[src/rtl/expbus_pkg.sv]
// constants shared by the expansion bus and chip select design
package expbus_pkg;

	// ==========================================
	// register byte offsets on the control bus
	localparam logic [7:0] OFF_BUS_CONTROL = 8'h00;
	localparam logic [7:0] OFF_CLEAR_INT   = 8'h04;
	localparam logic [7:0] OFF_MASK_OPTION = 8'h08;
	localparam logic [7:0] OFF_STATUS      = 8'h0C;

	// ==========================================
	// bus control field positions and reset value
	localparam int BCR_LOW_ADDR_EN  = 0;
	localparam int BCR_HIGH_ADDR_EN = 1;
	localparam int BCR_SPEED_SEL2   = 2;
	localparam int BCR_SPEED_SEL1   = 3;
	localparam int BCR_WIDTH        = 4;
	localparam logic [3:0] BCR_RESET = 4'h0;
	localparam int CIR_SPEED_SEL3   = 2;
	localparam logic CIR_SPEED_RESET = 1'b0;

	// ==========================================
	// mask option status field positions
	localparam int MOR_TOP_ADDR = 5;
	localparam int MOR_SEL_EN   = 4;
	localparam int MOR_SEL1_24K = 3;
	localparam int MOR_CLK_DIV1 = 1;

	// ==========================================
	// select region map
	localparam logic [15:0] SEL4_BASE      = 16'h0800;
	localparam logic [15:0] SEL4_UPPER     = 16'h0C00;
	localparam logic [15:0] SEL1_BASE      = 16'h1000;
	localparam logic [15:0] SEL2_BASE_24K  = 16'h7000;
	localparam logic [15:0] SEL2_BASE_32K  = 16'h9000;
	localparam logic [15:0] SEL3_BASE_24K  = 16'h9000;
	localparam logic [15:0] SEL3_BASE_32K  = 16'hB000;
	localparam logic [15:0] SEL3_LIMIT     = 16'hC000;

	// ==========================================
	// cycles per bus phase, full and half speed
	localparam logic [1:0] PHASE_NORMAL   = 2'h1;
	localparam logic [1:0] PHASE_EXTENDED = 2'h2;

	// ==========================================
	// bus answers
	localparam logic [1:0] RESP_OKAY   = 2'h0;
	localparam logic [1:0] RESP_SLVERR = 2'h2;

endpackage

[src/rtl/ext_region_decode.sv]
// address decoder for the four external select regions
`timescale 1ns/1ps
module ext_region_decode
	import expbus_pkg::*;
(
	input  wire logic [15:0] addr,
	input  wire logic        sel1Is24k,
	output logic      [3:0]  sel,
	output logic             sel4Upper
);
	logic [15:0] sel2Base;
	logic [15:0] sel3Base;

	// =========================================
	// region bounds follow the first region size
	always_comb begin
		sel2Base  = sel1Is24k ? SEL2_BASE_24K : SEL2_BASE_32K;
		sel3Base  = sel1Is24k ? SEL3_BASE_24K : SEL3_BASE_32K;
		sel[0]    = (addr >= SEL1_BASE) && (addr < sel2Base);
		sel[1]    = (addr >= sel2Base) && (addr < sel3Base);
		sel[2]    = (addr >= sel3Base) && (addr < SEL3_LIMIT);
		sel[3]    = (addr >= SEL4_BASE) && (addr < SEL1_BASE);
		sel4Upper = (addr >= SEL4_UPPER);
	end
endmodule // ext_region_decode

[src/rtl/pin_driver.sv]
// registered output pin group with an output enable
`timescale 1ns/1ps
module pin_driver #(
	parameter int W = 8
) (
	input  wire logic         clk_sys,
	input  wire logic         rst_n,
	input  wire logic         ce,
	input  wire logic [W-1:0] valIn,
	input  wire logic         oeIn,
	output logic      [W-1:0] pinOut,
	output logic      [W-1:0] pinOe
);
	typedef struct packed {
		logic [W-1:0] val;
		logic         oe;
	} pin_t;

	pin_t s;
	pin_t n;

	// =========================================
	// next value
	always_comb begin
		n.val = valIn;
		n.oe  = oeIn;
	end

	// =========================================
	// reset floats the pins
	always_ff @(posedge clk_sys) begin
		if (!rst_n) begin
			s <= '0;
		end else if (ce) begin
			s <= n;
		end
	end

	assign pinOut = s.val;
	assign pinOe  = {W{s.oe}};
endmodule // pin_driver

[src/rtl/expansion_bus_chip_select.sv]
// expansion bus sequencer, select outputs and control registers
`timescale 1ns/1ps

module expansion_bus_chip_select
	import expbus_pkg::*;
#(
	parameter logic TOP_ADDR_OPT = 1'b1,
	parameter logic SEL_OPT      = 1'b1,
	parameter logic SEL1_24K_OPT = 1'b0,
	parameter logic CLK_DIV1_OPT = 1'b1
) (
	input  wire logic        clk_sys,
	input  wire logic        rst_n,
	input  wire logic        ce,
	input  wire logic        s_axi_awvalid,
	output logic             s_axi_awready,
	input  wire logic [7:0]  s_axi_awaddr,
	input  wire logic        s_axi_wvalid,
	output logic             s_axi_wready,
	input  wire logic [31:0] s_axi_wdata,
	input  wire logic [3:0]  s_axi_wstrb,
	output logic             s_axi_bvalid,
	input  wire logic        s_axi_bready,
	output logic      [1:0]  s_axi_bresp,
	input  wire logic        s_axi_arvalid,
	output logic             s_axi_arready,
	input  wire logic [7:0]  s_axi_araddr,
	output logic             s_axi_rvalid,
	input  wire logic        s_axi_rready,
	output logic      [31:0] s_axi_rdata,
	output logic      [1:0]  s_axi_rresp,
	input  wire logic        cpuReq,
	input  wire logic [15:0] cpuAddr,
	input  wire logic        cpuWrite,
	input  wire logic [7:0]  cpuWdata,
	output logic      [7:0]  cpuRdata,
	output logic             cpuDone,
	output logic             cpuBusy,
	input  wire logic [7:0]  muxedAddrDataBusIn,
	output logic      [7:0]  muxedAddrDataBusOut,
	output logic      [7:0]  muxedAddrDataBusOe,
	output logic             readStrobeOut_n,
	output logic             writeStrobeOut_n,
	output logic             addrLatchStrobe_n,
	input  wire logic [7:0]  portFGpData,
	output logic      [7:0]  portFPinsOut,
	output logic      [7:0]  portFPinsOe,
	input  wire logic [3:0]  portELowGpData,
	output logic      [3:0]  portELowPinsOut,
	output logic      [3:0]  portELowPinsOe
);
	import expbus_pkg::*;

	typedef enum logic [1:0] {IDLE, ADDR, DATA} phase_t;

	typedef struct packed {
		phase_t      phase;
		logic [1:0]  cnt;
		logic        slow;
		logic [3:0]  sel;
		logic [15:0] addr;
		logic        write;
		logic [7:0]  wdata;
		logic [7:0]  rdata;
		logic        done;
		logic        busy;
		logic        rdN;
		logic        wtN;
		logic        aleN;
		logic [3:0]  bus_control_reg;
		logic        cirSpeed;
		logic        awRdy;
		logic        awHave;
		logic [7:0]  awAddr;
		logic        wRdy;
		logic        wHave;
		logic [7:0]  wData;
		logic        wLane;
		logic        bvalid;
		logic [1:0]  bresp;
		logic        arRdy;
		logic        rvalid;
		logic [31:0] rData;
		logic [1:0]  rresp;
	} state_t;

	state_t      s;
	state_t      n;
	logic [3:0]  decSel;
	logic        decUpper;
	logic        reqSlow;
	logic [1:0]  phaseLen;
	logic [7:0]  maskValue;
	logic [7:0]  rdAddr;
	logic [7:0]  busVal;
	logic        busOe;
	logic [7:0]  pfVal;
	logic [3:0]  peVal;
	logic        inCycle;

	// =========================================
	// region decode of the incoming request
	ext_region_decode u_decode (
		.addr      (cpuAddr),
		.sel1Is24k (SEL1_24K_OPT),
		.sel       (decSel),
		.sel4Upper (decUpper)
	);

	// =========================================
	// per-region speed; a zero bit means half speed
	always_comb begin
		if (decSel[0]) begin
			reqSlow = !s.bus_control_reg[BCR_SPEED_SEL1];
		end else if (decSel[1]) begin
			reqSlow = !s.bus_control_reg[BCR_SPEED_SEL2];
		end else if (decSel[2] || (decSel[3] && decUpper)) begin
			reqSlow = !s.cirSpeed;
		end else begin
			reqSlow = 1'b0;
		end
	end

	// fixed option report, unused bits tied low
	always_comb begin
		maskValue               = 8'h00;
		maskValue[MOR_TOP_ADDR] = TOP_ADDR_OPT;
		maskValue[MOR_SEL_EN]   = SEL_OPT;
		maskValue[MOR_SEL1_24K] = SEL1_24K_OPT;
		maskValue[MOR_CLK_DIV1] = CLK_DIV1_OPT;
	end

	assign phaseLen = s.slow ? PHASE_EXTENDED : PHASE_NORMAL;
	assign rdAddr   = {s_axi_araddr[7:2], 2'b00};

	// =========================================
	// bus sequencer and register slave, next state
	always_comb begin
		n      = s;
		n.done = 1'b0;
		unique case (s.phase)
			IDLE: begin
				if (cpuReq) begin
					n.phase = ADDR;
					n.cnt   = 2'h0;
					n.addr  = cpuAddr;
					n.write = cpuWrite;
					n.wdata = cpuWdata;
					n.sel   = decSel;
					n.slow  = reqSlow;
					n.busy  = 1'b1;
				end
			end
			ADDR: begin
				if (s.cnt == phaseLen - 2'h1) begin
					n.phase = DATA;
					n.cnt   = 2'h0;
				end else begin
					n.cnt = s.cnt + 2'h1;
				end
			end
			DATA: begin
				if (s.cnt == phaseLen - 2'h1) begin
					n.phase = IDLE;
					n.cnt   = 2'h0;
					n.done  = 1'b1;
					n.busy  = 1'b0;
					if (!s.write) begin
						n.rdata = muxedAddrDataBusIn;
					end
				end else begin
					n.cnt = s.cnt + 2'h1;
				end
			end
			// the spare code of the two-bit phase falls back to idle
			default: begin
				n.phase = IDLE;
				n.cnt   = 2'h0;
				n.busy  = 1'b0;
			end
		endcase

		// strobes follow the phase being entered
		n.aleN = !(n.phase == ADDR);
		n.rdN  = !(n.phase == DATA && !n.write);
		n.wtN  = !(n.phase == DATA && n.write);

		// write address and data taken in either order
		if (s_axi_awvalid && s.awRdy) begin
			n.awHave = 1'b1;
			n.awAddr = {s_axi_awaddr[7:2], 2'b00};
		end
		if (s_axi_wvalid && s.wRdy) begin
			n.wHave = 1'b1;
			n.wData = s_axi_wdata[7:0];
			n.wLane = s_axi_wstrb[0];
		end
		if (s.bvalid && s_axi_bready) begin
			n.bvalid = 1'b0;
		end
		if (n.awHave && n.wHave && !n.bvalid) begin
			n.awHave = 1'b0;
			n.wHave  = 1'b0;
			n.bvalid = 1'b1;
			n.bresp  = RESP_OKAY;
			if (n.awAddr == OFF_BUS_CONTROL) begin
				if (n.wLane) begin
					n.bus_control_reg = n.wData[BCR_WIDTH-1:0];
				end
			end else if (n.awAddr == OFF_CLEAR_INT) begin
				if (n.wLane) begin
					n.cirSpeed = n.wData[CIR_SPEED_SEL3];
				end
			end else begin
				n.bresp = RESP_SLVERR;
			end
		end
		n.awRdy = !n.awHave && !n.bvalid;
		n.wRdy  = !n.wHave && !n.bvalid;

		// read answer is one cycle after the address
		if (s.rvalid && s_axi_rready) begin
			n.rvalid = 1'b0;
		end
		if (s_axi_arvalid && s.arRdy) begin
			n.rvalid = 1'b1;
			n.rresp  = RESP_OKAY;
			n.rData  = 32'h0000_0000;
			unique case (rdAddr)
				OFF_BUS_CONTROL: n.rData[BCR_WIDTH-1:0] = s.bus_control_reg;
				OFF_CLEAR_INT:   n.rData[CIR_SPEED_SEL3] = s.cirSpeed;
				OFF_MASK_OPTION: n.rData[7:0] = maskValue;
				OFF_STATUS:      n.rData[7:0] = {2'b00, s.sel, s.slow, s.busy};
				default:         n.rresp = RESP_SLVERR;
			endcase
		end
		n.arRdy = !n.rvalid;
	end

	// =========================================
	// pin values, registered in the pin drivers
	always_comb begin
		inCycle = (n.phase != IDLE);
		busOe   = !(n.phase == DATA && !n.write);
		if (n.phase == DATA) begin
			busVal = n.wdata;
		end else begin
			busVal = n.addr[11:4];
		end
		pfVal = portFGpData;
		if (s.bus_control_reg[BCR_LOW_ADDR_EN]) begin
			pfVal[3:0] = n.addr[3:0];
		end
		if (s.bus_control_reg[BCR_HIGH_ADDR_EN]) begin
			pfVal[6:4] = n.addr[14:12];
		end
		if (TOP_ADDR_OPT) begin
			pfVal[7] = n.addr[15];
		end
		if (SEL_OPT) begin
			peVal = ~(n.sel & {4{inCycle}});
		end else begin
			peVal = portELowGpData;
		end
	end

	// the bus is released only in reset and while an outside part answers a read
	pin_driver #(.W(8)) u_busPins (
		.clk_sys (clk_sys),
		.rst_n   (rst_n),
		.ce      (ce),
		.valIn   (busVal),
		.oeIn    (busOe),
		.pinOut  (muxedAddrDataBusOut),
		.pinOe   (muxedAddrDataBusOe)
	);

	pin_driver #(.W(8)) u_portFPins (
		.clk_sys (clk_sys),
		.rst_n   (rst_n),
		.ce      (ce),
		.valIn   (pfVal),
		.oeIn    (1'b1),
		.pinOut  (portFPinsOut),
		.pinOe   (portFPinsOe)
	);

	pin_driver #(.W(4)) u_portEPins (
		.clk_sys (clk_sys),
		.rst_n   (rst_n),
		.ce      (ce),
		.valIn   (peVal),
		.oeIn    (1'b1),
		.pinOut  (portELowPinsOut),
		.pinOe   (portELowPinsOe)
	);

	// =========================================
	// state register; reset wins over the clock enable
	always_ff @(posedge clk_sys) begin
		if (!rst_n) begin
			s          <= '0;
			s.phase    <= IDLE;
			s.rdN      <= 1'b1;
			s.wtN      <= 1'b1;
			s.aleN     <= 1'b1;
			s.bus_control_reg      <= BCR_RESET;
			s.cirSpeed <= CIR_SPEED_RESET;
		end else if (ce) begin
			s <= n;
		end
	end

	assign s_axi_awready    = s.awRdy;
	assign s_axi_wready     = s.wRdy;
	assign s_axi_bvalid     = s.bvalid;
	assign s_axi_bresp      = s.bresp;
	assign s_axi_arready    = s.arRdy;
	assign s_axi_rvalid     = s.rvalid;
	assign s_axi_rdata      = s.rData;
	assign s_axi_rresp      = s.rresp;
	assign cpuRdata         = s.rdata;
	assign cpuDone          = s.done;
	assign cpuBusy          = s.busy;
	assign readStrobeOut_n  = s.rdN;
	assign writeStrobeOut_n = s.wtN;
	assign addrLatchStrobe_n = s.aleN;
endmodule // expansion_bus_chip_select

[config.mk]
export PLATFORM = sky130hd
export DESIGN_NAME = expansion_bus_chip_select
export DESIGN_NICKNAME = d
export VERILOG_FILES = /design/src/rtl/expbus_pkg.sv /design/src/rtl/ext_region_decode.sv /design/src/rtl/pin_driver.sv /design/src/rtl/expansion_bus_chip_select.sv
export SDC_FILE = /design/constraint.sdc
export NUM_CORES = 1
export LEC_CHECK = 0
export BUFFER_PORTS_ARGS = -buffer_cell sky130_fd_sc_hd__buf_2
export CAP_MARGIN = 20
export CORE_MARGIN = 3
export CORE_UTILIZATION = 45
export CTS_CLUSTER_SIZE = 24
export DETAILED_ROUTE_END_ITERATION = 7
export PLACE_DENSITY_LB_ADDON = 0.15
export SETUP_SLACK_MARGIN = 0.02
export SLEW_MARGIN = 5
export SYNTH_ARGS = -nofsm -noshare
export SYNTH_HDL_FRONTEND = slang
export SYNTH_SLANG_ARGS = --single-unit
[constraint.sdc]
create_clock -name clk_sys -period 4.9 [get_ports clk_sys]
set_input_delay 0.735 -clock clk_sys [delete_from_list [all_inputs] [get_ports clk_sys]]
set_output_delay 0.735 -clock clk_sys [all_outputs]
set_load 0.02 [all_outputs]
==> metrics <==
run status complete, no violations; Mapped Cells slightly below 600; Final Max Tran Viols 0; average vias per placed instance about 5.2; post_cts resized 0; via count of the routed design a little over 4000; Cells after DPL between 700 and 800; Hold WC Path Type reg2reg; post-synth cell types 52; CTS tree yes; commonest non-fill, non-tap cell in the layout buf_2; Antenna Cells 0; worst reg2reg startpoint s[111]; worst flop-to-flop path endpoint u_busPins.pinOut[4]; core area between 10000 and 15000 um^2; Clk pin slew, worst setup/hold paths ~0.1 ns; per-cell routed wire length 14.8 um; required time of the critical path a little over 5 ns; setup violators final 0; xor/xnor share of the synthesized area less than 1%; Avg Inst Size Synth ~8.5 um^2; setup repair bufs after CTS 0; Final HPWL DP 8130 um; IO buf count 131; drt total wl between 10000 and 15000 um; largest family of logic cells by synthesized area simple AND/OR/NAND/NOR gates; fill count ~1000; GRT Resource Usage Total 18.6%; total gr overflow 0; CTS Sinks just over 100; initial antenna violation count 0; Remaining DRCs 0; clock latency on the worst-skew pair between 0.3 and 0.4 ns; clock root cell clkbuf_8; Max FO, Critical Path 37; Top FF cell, synth dfxtp_1; RSZ-0062 raised after global routing false; hold path endpoint s[58]; Pwr per Cell Area around 310 nW/um^2; Final Net Count 757; largest net degree at the start of global routing 43; Synth Area in Compound Gates roughly 16%; CTS Buf Count 9; vias in the first global route between 3000 and 4000; Routed Antenna Nets 0; Post-synth EDFFs 0; final instance area around 5500 um^2; crit path capture type register; register area share after synthesis between 40% and 50%; R2R cell count 4; DRT iter0 DRCs a little under 200; Tmin final 2.91 ns; hold buffers post-CTS 0; Post-Syn Area 4930 um^2; std cell rows 37; hold_sp s[58]; final-report hold violation count 0; gpl congestion 0.779; num ports 200; Die Area about 12000 um^2; H-tree depth 3; layout cells sized above 1 27.9%; area share of fa/ha/maj cells after synthesis 0%; Starting Density 46.9%; setup_tns 0 ns; 1st-pass router iterations 4; Leak around 2.5 nW; maximum VDD drop 0.142 mV; fin cells between 700 and 800; first-pass GRT wire length between 15000 and 20000 um; synth-to-layout area growth 11.3%; FFs w/ async S/R, synth 0%; Die Width around 110 um; placed cell area about 5300 um^2; period utilization approximately 60%; fmax ~340 MHz; worst-margin pin slew between 0.9 and 1 ns; #FFs+latches synth 101; Die Height approximately 110 um; r2r setup slk roughly 2.4 ns; Post-Synth Simple-Gate Area 17.6%; Min-Delay Path Depth 2; max_cap viols 0; leading cell types in the layout, fill and taps excluded buf_2, dfxtp_1, nand2_1, nor2_1, a21oi_1; Worst Path Class, Setup in2reg; WP data arrival 3.21 ns; Max Buffers Root-to-Sink 2; mux contribution to synthesized area 11.2%; Yosys Warn Count 0; Slew headroom 35.4%; Post-Route Skew between 0.01 and 0.015 ns; startpoint types input pin
[per-stage QoR]
step	worst slack [ns]	utilization (%)	hold WS (ns)	total power, mW
global placement	1.64	50.3	0.436	1.18
detailed placement	1.62	50.3	0.441	1.19
global route	1.80	52.2	0.474	1.80
floorplan	2.62	-	0.423	1.12
CTS	1.96	52.2	0.458	1.74
finish	1.99	52.2	0.454	1.72
[cell usage after synthesis, types with 7 or more instances]
cell type,instances,area (um^2)
dfxtp_1,101,2020
nand2_1,92,345
buf_4,65,488
a21oi_1,43,215
nor2_1,43,161
mux2i_1,37,370
clkbuf_1,28,105
mux2_2,16,180
o21ai_0,14,70.1
nand3_1,13,65.1
inv_1,9,33.8
o211ai_1,8,60.1
o311ai_1,8,70.1
a311oi_1,7,61.3
a31o_2,7,61.3
nand2b_1,7,43.8
[cell families after synthesis]
group / after synthesis
AO/OA/AOI/OAI: 118
XOR/XNOR: 5
buffers and inverters: 108
flip-flops: 101
multiplexers: 53
other: 1
AND/OR/NAND/NOR: 191
[where the power goes]
part	total [mW]	switching (mW)	internal [mW]
clock	0.555	0.310	0.245
combinational	0.284	0.183	0.101
sequential	0.883	0.0265	0.856
total	1.72	0.519	1.20
[state kept, by name, summed over array words and instances, names as in the netlist, 4 cells and up]
signal / count
cpuRdata: 8
s: 54
s_axi_rdata: 6
u_busPins.pinOut: 8
u_portEPins.pinOut: 4
u_portFPins.pinOut: 7
[critical path, stage by stage]
cell	delay, ns
buf_2	0.54
inv_2	0.46
or4_1	0.71
a2111oi_1	0.51
mux2i_1	0.23
[layout make-up]
type                       instances  area (um^2)  area share (%)
tap                              136          170            3.10
inverter                          10         37.5           0.684
timing repair buffer             134          678            12.4
multi-input combinational        395         2380            43.3
sequential                       101         2020            36.8
clock inverter                     7         82.6            1.50
clock buffer                       9          124            2.26
[per-layer routing]
metal  routed length [um]  track usage, %
met1                 5380            24.5
met3                  683            3.44
met5                    0               0
met2                 5500            31.1
met4                  157            5.67
[how the worst max path moves through the flow]
stage | startpoint | to | slack (ns)
2_1_floorplan | s_axi_awaddr[7] | s[61] | 2.62
3_5_place_dp | ce | s[61] | 1.62
6_report | ce | s[60] | 1.99
5_1_grt | ce | s[60] | 1.80
3_3_place_gp | ce | s[63] | 1.64
4_1_cts | ce | s[60] | 1.96
Power figures use the tool's default switching activity.
